`src/rtl/rps_pkg.sv`:
```
// Purpose: Shared constants and types for the rail power sequencer configuration block.
// Assumes: 100 MHz system clock, register access through an 8-bit subaddress port.
// Notes: Counts of cycles are derived from the times in milliseconds.
package rps_pkg;

    localparam int unsigned CLK_HZ = 100_000_000;
    localparam int unsigned WAIT_SHORT_MS = 2;
    localparam int unsigned WAIT_LONG_MS = 5;
    localparam int unsigned WAIT_SHORT_CYC = WAIT_SHORT_MS * (CLK_HZ / 1000);
    localparam int unsigned WAIT_LONG_CYC = WAIT_LONG_MS * (CLK_HZ / 1000);
    localparam int unsigned DOWN_FACTOR = 10;
    localparam int unsigned CNT_W = 24;

    localparam logic [7:0] ADDR_DELAY_LO = 8'h20;
    localparam logic [7:0] ADDR_DELAY_HI = 8'h21;
    localparam logic [7:0] ADDR_SLOT_ASSIGN = 8'h22;
    localparam logic [7:0] ADDR_UNLOCK = 8'h10;
    localparam logic [7:0] UNLOCK_KEY = 8'h7d;

    localparam logic [7:0] RST_DELAY_LO = 8'h00;
    localparam logic [7:0] RST_DELAY_HI = 8'h00;
    localparam logic [7:0] RST_SLOT_ASSIGN = 8'h98;

    localparam int unsigned MULT_BIT = 7;
    localparam int unsigned WAIT9_BIT = 0;
    localparam logic [7:0] DELAY_HI_WMASK = 8'h81;
    localparam int unsigned FIELD_LSB = 4;
    localparam logic [3:0] SLOT_FIRST = 4'h1;
    localparam logic [3:0] SLOT_LAST = 4'ha;
    localparam logic [3:0] SLOT_MIN_ASSIGN = 4'h3;

    typedef enum {RPS_IDLE, RPS_STROBE, RPS_WAIT} rps_fsm_t;

    typedef struct packed {
        logic load;
        logic [CNT_W-1:0] count;
    } rps_tmr_req_t;

    typedef struct packed {
        logic [7:0] delay_lo;
        logic [7:0] delay_hi;
        logic [7:0] slot_assign;
    } rps_regs_t;

    typedef struct packed {
        rps_fsm_t fsm;
        rps_regs_t regs;
        logic unlocked;
        logic down;
        logic [3:0] slot;
        logic strobe;
        logic rail_en;
        logic busy;
        logic [7:0] rd_data;
        rps_tmr_req_t tmr;
    } rps_state_t;

    typedef struct packed {
        logic [CNT_W-1:0] cnt;
        logic done;
    } rps_tmr_state_t;

endpackage : rps_pkg

```
`src/rtl/rps_wait_timer.sv`:
```
// Purpose: Down counter that marks the end of one inter-slot wait.
// Assumes: Load and count come from logic on the same clock.
// Notes: Done pulses for one cycle exactly count+1 cycles after the load cycle.
`timescale 1ns/1ps
`default_nettype none
module rps_wait_timer
    import rps_pkg::*;
(
    input wire logic i_clk_sys,
    input wire logic i_nrst,
    input wire rps_tmr_req_t i_req,
    output logic o_done
);

    rps_tmr_state_t st_q;
    rps_tmr_state_t st_d;

    always_comb begin
        st_d = st_q;
        st_d.done = 1'b0;
        if (i_req.load) begin
            st_d.cnt = i_req.count;
        end else if (st_q.cnt != '0) begin
            st_d.cnt = st_q.cnt - 1'b1;
            st_d.done = (st_q.cnt == CNT_W'(1));
        end
    end

    always_ff @(posedge i_clk_sys or negedge i_nrst) begin
        if (!i_nrst) begin
            st_q <= '0;
        end else begin
            st_q <= st_d;
        end
    end

    assign o_done = st_q.done;

endmodule : rps_wait_timer
`default_nettype wire

```
`src/rtl/rps_seq_cfg.sv`:
```
// Purpose: Sequencer configuration registers and the slot stepping they steer.
// Assumes: The serial front end delivers decoded subaddress writes and reads.
// Notes: Start requests come from the power-state logic on the same clock.
`timescale 1ns/1ps
`default_nettype none
// Summary of operation
// - Low delay register bit k picks wait between slot k+1 and slot k+2: 0 short, 1 long.
// - High delay register bit 0 picks wait between slot 9 and slot 10.
// - Multiplier bit 7 set stretches every wait tenfold during power-down.
// - Power-up always uses the unscaled per-slot waits.
// - Field value 3h to Ah enables the second buck rail at that slot.
// - Other field values leave the rail outside sequencer control, never enabled.
// - Slot assignment resets to 98h; both delay registers reset to 00h.
module rps_seq_cfg
    import rps_pkg::*;
#(
    parameter int unsigned P_SHORT_CYC = WAIT_SHORT_CYC,
    parameter int unsigned P_LONG_CYC = WAIT_LONG_CYC
) (
    input wire logic i_clk_sys,
    input wire logic i_nrst,
    input wire logic i_wr,
    input wire logic [7:0] i_addr,
    input wire logic [7:0] i_wdata,
    input wire logic i_start_up,
    input wire logic i_start_down,
    output logic [7:0] o_rd_data,
    output logic o_unlocked,
    output logic [3:0] o_slot,
    output logic o_strobe,
    output logic o_rail_en,
    output logic o_busy
);

    rps_state_t st_q;
    rps_state_t st_d;
    logic tmr_done;
    logic [9:0] wait_bits;
    logic [3:0] field;
    logic field_valid;
    logic [3:0] wait_idx;
    logic [CNT_W-1:0] base_cnt;
    logic [CNT_W-1:0] load_cnt;
    logic cfg_addr;

    rps_wait_timer u_timer (
        .i_clk_sys(i_clk_sys),
        .i_nrst(i_nrst),
        .i_req(st_q.tmr),
        .o_done(tmr_done)
    );

    assign wait_bits = {st_q.regs.delay_hi[WAIT9_BIT], st_q.regs.delay_lo};
    assign field = st_q.regs.slot_assign[FIELD_LSB+3:FIELD_LSB];
    assign field_valid = (field >= SLOT_MIN_ASSIGN) && (field <= SLOT_LAST);
    assign wait_idx = st_q.down ? (st_q.slot - 4'h2) : (st_q.slot - 4'h1);
    assign base_cnt = wait_bits[wait_idx] ? CNT_W'(P_LONG_CYC) : CNT_W'(P_SHORT_CYC);
    // Scaling applies only while stepping down.
    assign load_cnt = (st_q.down && st_q.regs.delay_hi[MULT_BIT]) ?
                      CNT_W'(base_cnt * DOWN_FACTOR) : base_cnt;
    assign cfg_addr = (i_addr == ADDR_DELAY_LO) || (i_addr == ADDR_DELAY_HI) ||
                      (i_addr == ADDR_SLOT_ASSIGN);

    always_comb begin
        st_d = st_q;
        st_d.strobe = 1'b0;
        st_d.tmr.load = 1'b0;

        // The unlock arms exactly one configuration write; any other write disarms it.
        if (i_wr) begin
            st_d.unlocked = (i_addr == ADDR_UNLOCK) && (i_wdata == UNLOCK_KEY);
            if (cfg_addr && st_q.unlocked) begin
                case (i_addr)
                    ADDR_DELAY_LO: st_d.regs.delay_lo = i_wdata;
                    ADDR_DELAY_HI: st_d.regs.delay_hi = i_wdata & DELAY_HI_WMASK;
                    default: st_d.regs.slot_assign = i_wdata;
                endcase
            end
        end

        case (i_addr)
            ADDR_DELAY_LO: st_d.rd_data = st_q.regs.delay_lo;
            ADDR_DELAY_HI: st_d.rd_data = st_q.regs.delay_hi;
            ADDR_SLOT_ASSIGN: st_d.rd_data = st_q.regs.slot_assign;
            default: st_d.rd_data = 8'h00;
        endcase

        case (st_q.fsm)
            RPS_IDLE: begin
                if (i_start_up || i_start_down) begin
                    st_d.down = !i_start_up;
                    st_d.slot = i_start_up ? SLOT_FIRST : SLOT_LAST;
                    st_d.strobe = 1'b1;
                    st_d.busy = 1'b1;
                    st_d.fsm = RPS_STROBE;
                end
            end
            RPS_STROBE: begin
                if (field_valid && (st_q.slot == field)) begin
                    st_d.rail_en = !st_q.down;
                end
                if ((!st_q.down && st_q.slot == SLOT_LAST) ||
                    (st_q.down && st_q.slot == SLOT_FIRST)) begin
                    st_d.busy = 1'b0;
                    st_d.fsm = RPS_IDLE;
                end else begin
                    st_d.tmr.load = 1'b1;
                    st_d.tmr.count = load_cnt;
                    st_d.fsm = RPS_WAIT;
                end
            end
            RPS_WAIT: begin
                if (tmr_done) begin
                    st_d.slot = st_q.down ? (st_q.slot - 4'h1) : (st_q.slot + 4'h1);
                    st_d.strobe = 1'b1;
                    st_d.fsm = RPS_STROBE;
                end
            end
            default: st_d.fsm = RPS_IDLE;
        endcase

        // A rail outside sequencer control is held off.
        if (!field_valid) begin
            st_d.rail_en = 1'b0;
        end
    end

    always_ff @(posedge i_clk_sys or negedge i_nrst) begin
        if (!i_nrst) begin
            st_q <= '0;
            st_q.fsm <= RPS_IDLE;
            st_q.regs.delay_lo <= RST_DELAY_LO;
            st_q.regs.delay_hi <= RST_DELAY_HI;
            st_q.regs.slot_assign <= RST_SLOT_ASSIGN;
        end else begin
            st_q <= st_d;
        end
    end

    assign o_rd_data = st_q.rd_data;
    assign o_unlocked = st_q.unlocked;
    assign o_slot = st_q.slot;
    assign o_strobe = st_q.strobe;
    assign o_rail_en = st_q.rail_en;
    assign o_busy = st_q.busy;

    // Checks on the register port, the slot stepping and the rail enable.
    rst_vals_a: assert property (@(posedge i_clk_sys) $rose(i_nrst) |->
        st_q.regs.delay_lo == 8'h00 && st_q.regs.delay_hi == 8'h00 &&
        st_q.regs.slot_assign == 8'h98)
        else $error("Register reset values wrong.");

    lock_a: assert property (@(posedge i_clk_sys) disable iff (!i_nrst)
        i_wr && cfg_addr && !st_q.unlocked |=> $stable(st_q.regs))
        else $error("Locked write changed a register.");

    // An armed slot assignment write must land whatever idle cycles came before it.
    unlock_a: assert property (@(posedge i_clk_sys) disable iff (!i_nrst)
        i_wr && i_addr == ADDR_SLOT_ASSIGN && st_q.unlocked |=>
        st_q.regs.slot_assign == $past(i_wdata))
        else $error("Unlocked write did not land.");

    rsvd_zero_a: assert property (@(posedge i_clk_sys) disable iff (!i_nrst)
        st_q.regs.delay_hi[6:1] == 6'h00)
        else $error("Reserved delay bits became set.");

    slot_off_a: assert property (@(posedge i_clk_sys) disable iff (!i_nrst)
        !field_valid |=> !o_rail_en)
        else $error("Uncontrolled rail was enabled.");

    slot_on_a: assert property (@(posedge i_clk_sys) disable iff (!i_nrst)
        st_q.fsm == RPS_STROBE && !st_q.down && field_valid && st_q.slot == field
        ##1 field_valid |-> o_rail_en)
        else $error("Rail not enabled at its slot.");

    // The wait is chosen in the strobe cycle, so compare against the values seen then.
    up_wait_a: assert property (@(posedge i_clk_sys) disable iff (!i_nrst)
        st_q.tmr.load && !st_q.down |-> st_q.tmr.count ==
        ($past(wait_bits[st_q.slot - 4'h1]) ? CNT_W'(P_LONG_CYC) : CNT_W'(P_SHORT_CYC)))
        else $error("Power-up wait does not match its select bit.");

    down_wait_a: assert property (@(posedge i_clk_sys) disable iff (!i_nrst)
        st_q.tmr.load && st_q.down |-> st_q.tmr.count ==
        CNT_W'(($past(wait_bits[st_q.slot - 4'h2]) ? P_LONG_CYC : P_SHORT_CYC) *
        ($past(st_q.regs.delay_hi[MULT_BIT]) ? DOWN_FACTOR : 32'h1)))
        else $error("Power-down wait does not match its select and factor bits.");

    down_scale_a: assert property (@(posedge i_clk_sys) disable iff (!i_nrst)
        st_q.tmr.load && st_q.down && $past(st_q.regs.delay_hi[MULT_BIT]) |->
        st_q.tmr.count >= CNT_W'(P_SHORT_CYC * DOWN_FACTOR))
        else $error("Power-down wait not stretched.");

    up_unscaled_a: assert property (@(posedge i_clk_sys) disable iff (!i_nrst)
        st_q.tmr.load && !st_q.down |-> st_q.tmr.count <= CNT_W'(P_LONG_CYC))
        else $error("Power-up wait was scaled.");

    // A start that arrives mid-sequence must not disturb the slot being stepped.
    busy_refuse_a: assert property (@(posedge i_clk_sys) disable iff (!i_nrst)
        st_q.fsm != RPS_IDLE && !tmr_done && (i_start_up || i_start_down) |=>
        $stable(st_q.slot) && $stable(st_q.down))
        else $error("Start taken while busy.");

    strobe_range_a: assert property (@(posedge i_clk_sys) disable iff (!i_nrst)
        o_strobe |-> (o_slot >= SLOT_FIRST) && (o_slot <= SLOT_LAST))
        else $error("Strobe outside slot range.");

    armed_once_a: assert property (@(posedge i_clk_sys) disable iff (!i_nrst)
        i_wr && !(i_addr == ADDR_UNLOCK && i_wdata == UNLOCK_KEY) |=> !o_unlocked)
        else $error("Unlock stayed armed after a write.");

    // Main scenarios: full power-up, stretched power-down, refused write, both starts, rail on.
    up_done_c: cover property (@(posedge i_clk_sys) disable iff (!i_nrst)
        o_strobe && !st_q.down && o_slot == SLOT_LAST);
    down_scaled_c: cover property (@(posedge i_clk_sys) disable iff (!i_nrst)
        st_q.tmr.load && st_q.down && st_q.regs.delay_hi[MULT_BIT]);
    locked_wr_c: cover property (@(posedge i_clk_sys) disable iff (!i_nrst)
        i_wr && cfg_addr && !st_q.unlocked);
    both_start_c: cover property (@(posedge i_clk_sys) disable iff (!i_nrst)
        st_q.fsm == RPS_IDLE && i_start_up && i_start_down);
    rail_on_c: cover property (@(posedge i_clk_sys) disable iff (!i_nrst)
        $rose(o_rail_en));

endmodule : rps_seq_cfg
`default_nettype wire

```
`config.mk`:
```
export PLATFORM = sky130hd
export DESIGN_NAME = rps_seq_cfg
export DESIGN_NICKNAME = d
export VERILOG_FILES = /design/src/rtl/rps_pkg.sv /design/src/rtl/rps_wait_timer.sv /design/src/rtl/rps_seq_cfg.sv
export SDC_FILE = /design/constraint.sdc
export NUM_CORES = 1
export LEC_CHECK = 0
export ABC_AREA = 1
export BUFFER_PORTS_ARGS = -buffer_cell sky130_fd_sc_hd__buf_2
export CAP_MARGIN = 20
export CELL_PAD_IN_SITES_DETAIL_PLACEMENT = 0
export CELL_PAD_IN_SITES_GLOBAL_PLACEMENT = 1
export CORE_UTILIZATION = 41
export CTS_CLUSTER_SIZE = 14
export DETAILED_ROUTE_END_ITERATION = 16
export PLACE_DENSITY = 0.88
export SYNTH_ARGS = -nofsm -noshare
export SYNTH_HDL_FRONTEND = slang
export SYNTH_SLANG_ARGS = --single-unit
```
`constraint.sdc`:
```
create_clock -name i_clk_sys -period 2 [get_ports i_clk_sys]
set_input_delay 0.2 -clock i_clk_sys [delete_from_list [all_inputs] [get_ports i_clk_sys]]
set_output_delay 0.2 -clock i_clk_sys [all_outputs]
set_load 0.02 [all_outputs]
```
**After elaboration in Yosys (flattened, before gate mapping)**

Index checks and enable logic that the tools add are counted.

- Flip-flop bits (word level): 117
- Input port bits: 21
- Output and inout port bits: 16
- Word-level logic and storage cells: 95

- Add/sub/neg operators: 4
- $mul: 1
- Order comparisons: 3
- Equality and inequality tests: 16
- Multiplexer cells: 26
- Bitwise gates (word level): 2
- Reduce and logical (&&, ||, !) cells: 28

Operator list:

| kind | number |
|---|---|
| $pmux 32 s3 | 1 |
| $mux 25 | 3 |
| $mux 32 | 2 |
| $eq 32x1->1 const B | 1 |
| $eq 32x2->1 const B | 1 |
| $logic_not 32->1 | 1 |
| $eq 24x1->1 const B | 1 |
| $eq 8x6->1 const B | 3 |
| $mux 24 | 1 |
| $pmux 8 s3 | 1 |
| $reduce_bool 24->1 | 1 |
| $sub 24x1->24 const B | 1 |
| $mux 23 | 1 |
| $mul 19x3->22 const B | 1 |
| $mux 19 | 1 |
| $reduce_and 3->1 | 5 |
| $mux 4 | 3 |
| $mux 5 | 2 |
| $pmux 5 s2 | 1 |
| $eq 8x5->1 const B | 1 |
| $eq 8x7->1 const B | 1 |
| $reduce_and 2->1 | 4 |
| $logic_and 1x1->1 | 7 |
| $mux 1 | 7 |
| other kinds (19) | 29 |

**Longest topological paths before layout**

Gate-level depths: netlist of the first run.

- Depth in word-level cells: 9
- Gate-level depth with buffers: 13
- Mapped depth without buffers: 13

**By module**

From an unflattened synthesis of the first run, not the netlist that was laid out.

- Cell total of the unflattened synthesis: 531
- Area total of the unflattened synthesis: 4,275.4 sq um

Modules (own cells, without submodules):

| module | instances | cells each | area an instance (sq um) | seq. area each (sq um) |
|---|---|---|---|---|
| rps_seq_cfg | 1 | 298 | 2,620.0 | 1,229.9 |
| rps_wait_timer | 1 | 233 | 1,655.3 | 625.6 |

**Worst setup path before layout of the first run**

Ideal clock, no wire load.

- Kind: reg-to-reg
- Start: register st_q (netlist bit o_slot[0])
- End: register st_q[11] in the netlist's numbering
- Setup time: 0.124 ns
- Arrival time: 2.055 ns
- Required time: 1.876 ns
- Setup slack: -0.178 ns
- Cell stages (with the launch flop): 13
- Path buffers: 0
- Clock period less this slack: 2.178 ns
- Cell sequence: dfrtp_1 > inv_1 > ha_1 > inv_1 > o21ai_0 > inv_1 > nor2_1 > nand3_1 > nand2_2 > inv_1 > ha_1 > nor2_1 > o21bai_1

- Longest elaborated chain between the ends: 7
- Elaborated cells on any way between the ends: 15
- Classes of those cells: add/sub (2); mul (1); eq/ne (2); mux (5); bitwise (1); reduce/logical (4)

Ends and longest elaborated chain:

| what | RTL line | text |
|---|---|---|
| start, declared | rps_seq_cfg.sv:35 | `rps_state_t st_q;` |
| start signal, assigned | rps_seq_cfg.sv:136 | `st_q <= st_d;` |
| $sub 4x1->4 / $sub 4x2->4 (equally long branches) | rps_seq_cfg.sv:56 | `assign wait_idx = st_q.down ? (st_q.slot - 4'h2) : (st_q.slot - 4'h1);` |
| $mux 4 (*) | rps_seq_cfg.sv:56 |  |
| $bmux 1 s4 (*) | rps_seq_cfg.sv:57 | `assign base_cnt = wait_bits[wait_idx] ? CNT_W'(P_LONG_CYC) : CNT_W'(P_SHORT_CYC);` |
| $mux 1 (not written as such) (*) | rps_seq_cfg.sv:57 |  |
| $mux 19 (*) | rps_seq_cfg.sv:57 |  |
| net base_cnt[10] | rps_seq_cfg.sv:42 | `logic [CNT_W-1:0] base_cnt;` |
| $mul 19x3->22 (*) | rps_seq_cfg.sv:60 | `CNT_W'(base_cnt * DOWN_FACTOR) : base_cnt;` |
| $mux 23 (*) | rps_seq_cfg.sv:59 | `assign load_cnt = (st_q.down && st_q.regs.delay_hi[MULT_BIT]) ?` |

Mark *: on every way through the listed nets, which the timed path passes. The rest lies on a longest branch. The select of a mux whose other input is x is not followed.
A chain may end at the register's enable or synchronous reset.

**Worst setup path after layout of the first run**

- Start: register st_q (netlist bit o_slot[1])
- End: register st_q[11] in the netlist's numbering

The elaborated chain is that of the path after synthesis.

==> flow_metrics.py, run 1 <==
metrics = {
    "setup_path": {
        "worst_setup_path_start_kind": "flop",
        "path_max_fanout": 5,
        "critPathArrivalTime_ns": 2.23,
        "crit_required_ns": 2.24,
        "r2r_start": "o_slot[1]",
        "slowest_delay_ns": 0.43,
        "critical_path_class": "reg2reg",
        "path_buf_inv": 4,
        "path_delay_family": "adder cells",
        "cp-end-kind": "flop",
        "cp_slowest_cell": "dfrtp_2",
        "path_cells": "inv_4, ha_4, inv_1, o21ai_2, inv_2, nand3_1, nand3_2, nand3_2, nand2_2, inv_2, ha_4, nor2_2, o21bai_1",
        "setup.worst_path.start": "o_slot[1]",
    },
    "power_and_ir_drop": {
        "switching_share": 0.216,
        "internal_power_mw": 2.41,
        "sequentialPowerShare": 0.488,
        "vdd_drop_max_mv": 0.347,
        "p_leak_nw": 2.31,
        "switching_power_mw": 0.665,
        "pwr-share-comb": 0.045,
        "power.share.clock": 0.468,
        "powerDensity_nw_per_um2": 631,
    },
    "sta": {
        "period_share": 0.992,
        "clock_skew_ns": 0.0103,
        "max_freq_mhz": 504,
        "finalSetupViolations": 0,
        "report.final.slew_viol_count": 0,
        "tns_ns": 0,
        "hold_ws_ns": 0.0820,
        "final.setup.worst_slack_ns": 0.0169,
        "finalHoldViolCount": 0,
        "slew_headroom": 0.557,
        "tightest_slew_ns": 0.664,
        "rsz0062_at_grt": "yes",
        "period_minus_slack_ns": 1.98,
    },
    "status": {
        "status": "completed",
    },
    "final_layout": {
        "syn_to_final_growth_pct": 15.4,
        "fin_area_um2": 4880,
        "multiInputGateArea_um2": 2030,
        "fin_nets": 583,
        "drive_gt1_frac": 0.260,
        "mostFrequentLayoutCell": "nand2_1",
        "antenna_cells": 0,
        "mostFrequentLayoutCells": "nand2_1 (110), dfrtp_1 (69), inv_1 (53), nor2_1 (44), buf_2 (35)",
        "seqCellArea_um2": 1860,
        "nFillCells": 939,
    },
    "min_path": {
        "min-delay-start": "i_wr",
        "hold_class": "in2reg",
    },
    "synthesis": {
        "yosys.area_share.simple": 0.265,
        "muxShareOfSynthArea": 0,
        "synth_top_family_by_area": "simple AND/OR/NAND/NOR gates",
        "synth-xor-area-share": 0.0373,
        "syn_nets": 535,
        "yosysWarnings": 0,
        "synthAdderAreaFrac": 0.0474,
        "synth_cell_types": 42,
        "yosys_most_used_dff": "dfrtp_1",
        "synth.area.top_cells": "dfrtp_1 (42%), nand2_1 (9.9%), inv_1 (5.2%)",
        "syn_area_um2": 4230,
        "yosysTopAreaCellShare": 0.420,
        "ys_seq_area_frac": 0.439,
        "synthCells": 498,
        "avgSynthCellArea_um2": 8.49,
        "async_flop_share": 1.00,
        "synth-compound-area-share": 0.119,
        "yosysTopAreaCell": "dfrtp_1",
        "synth-edff-count": 0,
        "synth-seq-cells": 74,
    },
    "job": {
        "maxCapViolCount": 0,
    },
    "floorplan": {
        "die_w_um": 104,
        "rows": 36,
        "die-area_um2": 10700,
        "die_h_um": 104,
        "core_area_um2": 9860,
        "initial_core_util": 0.428,
        "io_pins": 37,
    },
    "clocking": {
        "cts_tree": "built",
        "cts_inserted_buffers": 9,
        "clockRootBuffer": "clkbuf_8",
        "cts.sinks": 74,
        "path_clk_slew_ns": 0.08,
        "htreeDepth": 3,
        "clk_latency_ns": 0.36,
        "cts_buffer_depth": 2,
    },
    "grt": {
        "antenna_found_initial": 0,
        "grt_overflow": 0,
        "grt_pass1_wl_mm": 15.6,
        "grt_pass1_vias": 3381,
        "grt_max_degree": 53,
        "grtUsageTotal": 0.181,
    },
    "placement": {
        "numPortBuffers": 36,
        "dpl_cell_area_um2": 4550,
        "dp_slack_ns": -0.0491,
        "dp_hpwl_mm": 6.80,
        "finalWeightedCongestion": 0.897,
    },
    "drt": {
        "wl_per_cell_um": 13.4,
        "first_pass_iters": 4,
        "drtIter0Drc": 139,
        "drc_errors": 0,
        "via_count": 3341,
        "vias_per_cell": 4.88,
        "ant_nets": 0,
        "routed_wl_mm": 9.15,
    },
}
## power groups by stage
stage / registers [mW] / logic, mW / clock network (mW)
final: 1.50 / 0.137 / 1.44
after global routing: 1.50 / 0.155 / 1.53
after CTS: 1.50 / 0.138 / 1.47
after detailed placement: 1.53 / 0.135 / 0
after global placement: 1.53 / 0.131 / 0
after floorplan: 1.53 / 0.0584 / 0
## registers in the layout, summed over array words and instances, names as in the netlist, 4 cells and up
name	cells
field	4
o_slot	4
st_q	29
u_timer.st_q	24
o_rd_data	8
## worst reg2reg max path, delay by kind of cell (launching register included)
kind                       cells  cell delay, ns
adders and majority gates      2            0.48
buffers and inverters          4            0.33
DFF                            1            0.43
AOI/OAI and AO/OA              2            0.25
and+or+nand+nor                5            0.39
## through the flow
stage,power (mW),util,instances
2_1_floorplan,1.59,-,498
3_3_place_gp,1.66,0.461,664
3_5_place_dp,1.67,0.461,664
4_1_cts,3.11,0.489,681
5_1_grt,3.19,0.494,684
6_report,3.08,0.494,684
## cell usage after synthesis, drive strengths merged, types with 3 or more instances
library cell / number
nand2: 120
dfrtp: 71
inv: 62
nor2: 59
o21ai: 49
nand3: 38
buf: 18
ha: 16
xor2: 13
a21oi: 10
o22ai: 6
nand4: 5
xnor2: 5
dfstp: 3
nor3: 3
o211ai: 3
or2: 3
## cell families after synthesis
| logic type | after synthesis |
|---|---|
| XOR/XNOR | 18 |
| buffers and inverters | 82 |
| flip-flops | 74 |
| AO/OA/AOI/OAI | 75 |
| adder cells (fa/ha/maj) | 16 |
| AND/OR/NAND/NOR | 233 |
## final cells by class
cell class / instances / area share
inverter: 63 / 0.0493
clock inverter: 4 / 0.0203
timing repair buffer: 56 / 0.0688
tap: 133 / 0.0341
clock buffer: 12 / 0.0298
multi-input combinational: 342 / 0.417
sequential: 74 / 0.381
## metal layers
metal,wire length (um),GRT usage
met1,4150,0.226
met2,4530,0.307
met3,314,0.0371
met4,156,0.0694
met5,0,0
## timing repair
action / in CTS / in global routing
hold buffers: 1 / 0
resized for setup: 5 / 6
endpoints found under the setup margin: 2 / 5
pin swaps: 0 / 10
endpoints found under the hold margin: 47 / 0
buffers inserted: 0 / 3
## worst paths after layout
path	end	slack (ns)	cells past startpoint
setup / recovery	st_q[11]	0.02	13
hold / removal	o_unlocked	0.08	2
setup reg to reg	st_q[11]	0.02	13
hold reg to reg	u_timer.st_q[19]	0.48	2
max in group asynchronous	u_timer.st_q[16]	0.93	3
min in group asynchronous	o_slot[3]	0.41	2
No activity file was read; power rests on OpenSTA's default activity.
==> run 2, diff against run 1 <==
--- a/config.mk
+++ b/config.mk
@@ -14,6 +14,7 @@
 export CTS_CLUSTER_SIZE = 14
 export DETAILED_ROUTE_END_ITERATION = 16
 export PLACE_DENSITY = 0.88
+export RECOVER_POWER = 100
 export SYNTH_ARGS = -nofsm -noshare
 export SYNTH_HDL_FRONTEND = slang
 export SYNTH_SLANG_ARGS = --single-unit
==> run 2 against run 1 <==
Compared with the run above:
- routed wire length rose by 0.64%
- critical path depth did not move
- die area stayed put
- via count about the same
- sequential share of layout area grew 1.2 points
- clock-buffer cell count stayed put
- setup slack gained 0.00085 ns
- critical endpoint unchanged
- largest cell class unchanged
- largest power group unchanged
==> flow_metrics.py, run 2 (synthesis gave the netlist of run 1 again) <==
metrics = {
    "final_layout": {
        "antenna_cells": 0,
        "multiInputGateArea_um2": 1910,
        "drive_gt1_frac": 0.183,
        "mostFrequentLayoutCell": "nand2_1",
        "nFillCells": 979,
        "fin_nets": 583,
        "largest_reg_flops": 29,
        "seqCellArea_um2": 1860,
        "syn_to_final_growth_pct": 11.8,
        "instances_no_fill": 684,
        "mostFrequentLayoutCells": "nand2_1 (111), dfrtp_1 (69), inv_1 (54), nor2_1 (46), o21ai_0 (41)",
        "top_register": "st_q",
    },
    "placement": {
        "dp_hpwl_mm": 6.80,
        "finalWeightedCongestion": 0.897,
        "numPortBuffers": 36,
        "place_inst": 664,
    },
    "grt": {
        "grt_overflow": 0,
        "grt_pass1_vias": 3381,
        "grt_max_degree": 53,
        "antenna_found_initial": 0,
        "grtUsageTotal": 0.181,
        "grt_pass1_wl_mm": 15.6,
    },
    "sta": {
        "clock_skew_ns": 0.0121,
        "slew_headroom": 0.138,
        "rsz0062_at_grt": "yes",
        "tightest_slew_ns": 1.29,
        "finalSetupViolations": 0,
        "period_minus_slack_ns": 1.98,
        "finalHoldViolCount": 0,
        "max_freq_mhz": 504,
        "tns_ns": 0,
        "report.final.slew_viol_count": 0,
        "period_share": 0.991,
    },
    "setup_path": {
        "path_max_fanout": 5,
        "slowest_delay_ns": 0.43,
        "critPathArrivalTime_ns": 2.23,
        "crit_required_ns": 2.24,
        "critical_path_class": "reg2reg",
        "cp_slowest_cell": "dfrtp_2",
        "path_cells": "inv_4, ha_4, inv_1, o21ai_2, inv_2, nand3_1, nand3_2, nand3_2, nand2_2, inv_2, ha_4, nor2_2, o21bai_1",
        "worst_setup_path_start_kind": "flop",
        "cp-end-kind": "flop",
    },
    "floorplan": {
        "initial_core_util": 0.428,
        "io_pins": 37,
        "rows": 36,
        "die-area_um2": 10700,
        "core_area_um2": 9860,
        "die_w_um": 104,
        "die_h_um": 104,
    },
    "clocking": {
        "cts_buffer_depth": 2,
        "htreeDepth": 3,
        "clockRootBuffer": "clkbuf_8",
        "path_clk_slew_ns": 0.08,
        "cts.sinks": 74,
        "clk_latency_ns": 0.36,
        "cts_inserted_buffers": 9,
        "cts_tree": "built",
    },
    "drt": {
        "first_pass_iters": 4,
        "ant_nets": 0,
        "wl_per_cell_um": 13.5,
        "drc_errors": 0,
        "drtIter0Drc": 132,
        "vias_per_cell": 4.89,
        "routed_wl_mm": 9.21,
        "via_count": 3344,
    },
    "job": {
        "maxCapViolCount": 0,
    },
    "status": {
        "status": "completed",
    },
    "min_path": {
        "hold_class": "in2reg",
    },
    "power_and_ir_drop": {
        "p_leak_nw": 2.22,
        "vdd_drop_max_mv": 0.349,
        "powerDensity_nw_per_um2": 649,
    },
}
## run 2: cell type report
cell class	instances	share of cell area
Multi-Input combinational cell	342	0.405
Sequential cell	74	0.393
Timing Repair Buffer	56	0.0643
Inverter	63	0.0508
Tap cell	133	0.0352
Clock buffer	12	0.0307
Clock inverter	4	0.0209
## run 2: worst max-delay path: cells and delay by family (launching register included)
kind / cells / cell delay [ns]
buffers and inverters: 4 / 0.32
adders and majority gates: 2 / 0.48
AOI/OAI and AO/OA: 2 / 0.25
and+or+nand+nor: 5 / 0.39
DFF: 1 / 0.43
## run 2: per-stage QoR
stage	total power [mW]	utilization	setup slack (ns)	instance area, um^2	hold WS (ns)
floorplan	1.59	-	0.0294	4230	-0.0956
global placement	1.66	0.461	0.0660	4550	0.270
CTS	3.11	0.489	0.00281	4820	0.0716
global route	3.18	0.479	-0.0609	4730	0.0947
detailed placement	1.67	0.461	-0.0491	4550	0.279
finish	3.07	0.479	0.0178	4730	0.0814
## run 2: report_power, final
| part | internal, mW | switching, mW |
|---|---|---|
| Sequential | 1.50 | 0.00327 |
| Combinational | 0.0439 | 0.0839 |
| Clock | 0.867 | 0.571 |
## run 2: what timing repair did
item / CTS / global route
resized for setup: 5 / 6
setup buffers: 0 / 3
hold buffers: 1 / 0
cloned: 0 / 0
pin swaps: 0 / 10
endpoints found under the hold margin: 47 / 0
endpoints found under the setup margin: 2 / 5
## run 2: routing by layer
metal	track usage	wire, um
met5	0	0
met4	0.0694	170
met3	0.0371	377
met2	0.307	4520
met1	0.226	4140
## run 2: worst paths after layout
check,start,end,slack [ns],cells after the start
worst max-delay path,o_slot[1],st_q[11],0.02,13
min in group asynchronous,i_nrst,st_q[10],0.66,2
worst max register to register,o_slot[1],st_q[11],0.02,13
worst min-delay path,i_wr,o_unlocked,0.08,2
max in group asynchronous,i_nrst,u_timer.st_q[16],0.33,3
worst min register to register,st_q[18],u_timer.st_q[19],0.48,2
==> run 3, diff against run 2 <==
--- a/config.mk
+++ b/config.mk
@@ -13,7 +13,7 @@
 export CORE_UTILIZATION = 41
 export CTS_CLUSTER_SIZE = 14
 export DETAILED_ROUTE_END_ITERATION = 16
-export PLACE_DENSITY = 0.88
+export PLACE_DENSITY = 0.86
 export RECOVER_POWER = 100
 export SYNTH_ARGS = -nofsm -noshare
 export SYNTH_HDL_FRONTEND = slang
==> run 3 against run 2 <==
Compared with the run above:
- non-clock buffer count fell by 4
- clock skew rose by 0.0039 ns
- power fell by 8.8%
- clock power fell by 19%
- largest cell class unchanged
- largest power group unchanged
- highest routed layer unchanged
==> flow_metrics.py, run 3 (synthesis gave the netlist of run 1 again) <==
metrics = {
    "power_and_ir_drop": {
        "sequentialPowerShare": 0.537,
        "vdd_drop_max_mv": 0.440,
        "p_leak_nw": 2.19,
        "p_total_mw": 2.80,
        "switching_share": 0.231,
        "internal_power_mw": 2.15,
        "powerDensity_nw_per_um2": 594,
        "power.share.clock": 0.416,
        "switching_power_mw": 0.647,
        "pwr-share-comb": 0.047,
    },
    "setup_path": {
        "r2r_start": "o_slot[1]",
        "critPathArrivalTime_ns": 2.13,
        "worst_setup_path_start_kind": "flop",
        "critical_path_class": "reg2reg",
        "path_max_fanout": 3,
        "crit_end": "st_q[11]",
        "crit_required_ns": 2.22,
        "r2r_end": "st_q[11]",
        "setup.worst_path.start": "o_slot[1]",
        "reg2reg_slack_ns": 0.09,
        "cp-end-kind": "flop",
        "ff2ff_path_depth": 12,
    },
    "final_layout": {
        "instances_no_fill": 680,
        "mostFrequentLayoutCell": "nand2_1",
        "fin_nets": 579,
        "syn_to_final_growth_pct": 11.5,
        "drive_gt1_frac": 0.201,
        "mostFrequentLayoutCells": "nand2_1 (109), dfrtp_1 (68), inv_1 (53), nor2_1 (45), o21ai_0 (37)",
        "largest_reg_flops": 29,
        "antenna_cells": 0,
        "final_core_util": 0.478,
        "top_register": "st_q",
    },
    "sta": {
        "period_share": 0.955,
        "slew_headroom": 0.435,
        "rsz0062_at_grt": "yes",
        "hold_ws_ns": 0.0875,
        "clock_skew_ns": 0.0160,
        "tns_ns": 0,
        "report.final.slew_viol_count": 0,
        "tightest_slew_ns": 0.847,
        "finalSetupViolations": 0,
        "finalHoldViolCount": 0,
        "period_minus_slack_ns": 1.91,
        "max_freq_mhz": 524,
    },
    "drt": {
        "vias_per_cell": 4.77,
        "via_count": 3241,
        "routed_wl_mm": 8.87,
        "ant_nets": 0,
        "wl_per_cell_um": 13.0,
        "drtIter0Drc": 94,
        "first_pass_iters": 7,
        "drc_errors": 0,
    },
    "placement": {
        "numPortBuffers": 36,
        "finalWeightedCongestion": 0.865,
        "place_inst": 662,
        "dp_hpwl_mm": 6.63,
    },
    "floorplan": {
        "die_w_um": 104,
        "initial_core_util": 0.428,
        "rows": 36,
        "core_area_um2": 9860,
        "die-area_um2": 10700,
        "io_pins": 37,
        "die_h_um": 104,
    },
    "job": {
        "maxCapViolCount": 0,
    },
    "clocking": {
        "clockRootBuffer": "clkbuf_8",
        "cts.sinks": 74,
        "clk_latency_ns": 0.35,
        "cts_buffer_depth": 2,
        "path_clk_slew_ns": 0.09,
        "htreeDepth": 3,
        "cts_inserted_buffers": 9,
        "cts_tree": "built",
    },
    "grt": {
        "antenna_found_initial": 0,
        "grt_pass1_wl_mm": 15.3,
        "grt_overflow": 0,
        "grt_pass1_vias": 3270,
        "grtUsageTotal": 0.176,
        "grt_max_degree": 43,
    },
    "min_path": {
        "hold_class": "in2reg",
        "hold_depth": 2,
    },
    "status": {
        "status": "completed",
    },
}
## run 3: cell count changes in the layout (fill, tap and decap cells not counted), moves of 2 or more
cell,before,now
buf_4,16,14
nand3_1,35,33
bufinv_16,3,1
o21ai_0,41,37
clkbuf_2,3,1
nand2_1,111,109
nand2_2,8,10
o21ai_1,4,6
clkinv_2,1,4
clkbuf_1,19,17
nand3_2,2,4
## run 3: routing by layer
layer | vias up | routed length, um | GRT usage | share of wire
met3 | 6 | 316 | 0.0409 | 0.036
met2 | 46 | 4240 | 0.296 | 0.48
met1 | 1510 | 4220 | 0.224 | 0.48
met4 | 0 | 89 | 0.0549 | 0.010
li1 | 1679 | - | - | -
met5 | - | 0 | 0 | 0
## run 3: how the worst min path moves through the flow
stage | endpoint | slack [ns] | startpoint
after detailed placement | o_strobe | 0.18 | i_nrst
after CTS | o_unlocked | 0.07 | i_wr
final | o_unlocked | 0.09 | i_wr
after global routing | o_unlocked | 0.1 | i_wr
after floorplan | field[1] | -0.1 | i_nrst
after global placement | o_strobe | 0.18 | i_nrst
## run 3: repair_timing
action / in CTS / in global routing
setup endpoints to repair: 2 / 8
endpoints found under the hold margin: 29 / 0
buffers inserted: 0 / 1
pin swaps: 1 / 9
gates resized for setup: 5 / 15
hold buffers: 1 / 0
cloned: 0 / 0
## run 3: final cells by class
cell class                 count  area (um^2)
clock buffer                  11          141
clock inverter                 5         53.8
fill                         985         5150
inverter                      63          240
multi-input combinational    342         1970
sequential                    74         1860
tap                          133          166
timing repair buffer          52          283
## run 3: power groups by stage
stage | combinational [mW] | clock [mW] | sequential [mW]
2_1_floorplan | 0.0584 | 0 | 1.53
3_3_place_gp | 0.133 | 0 | 1.53
3_5_place_dp | 0.135 | 0 | 1.53
4_1_cts | 0.139 | 1.20 | 1.50
5_1_grt | 0.152 | 1.25 | 1.50
6_report | 0.132 | 1.16 | 1.50
## run 3: worst max-delay path: stages (launching register included)
cell,delay (ns)
dfrtp_2,0.40
inv_4,0.06
ha_4,0.27
inv_2,0.04
o21ai_4,0.16
nand3_1,0.10
nand3_1,0.10
nand3_2,0.09
nand2_2,0.08
inv_2,0.05
ha_4,0.25
nor2_2,0.03
o21bai_1,0.16
## run 3: per-stage QoR
step,area [um^2],setup WS (ns)
4_1_cts,4770,0.0173
3_5_place_dp,4550,-0.0143
6_report,4710,0.0901
2_1_floorplan,4230,0.0294
5_1_grt,4710,-0.0226
3_3_place_gp,4550,0.0627
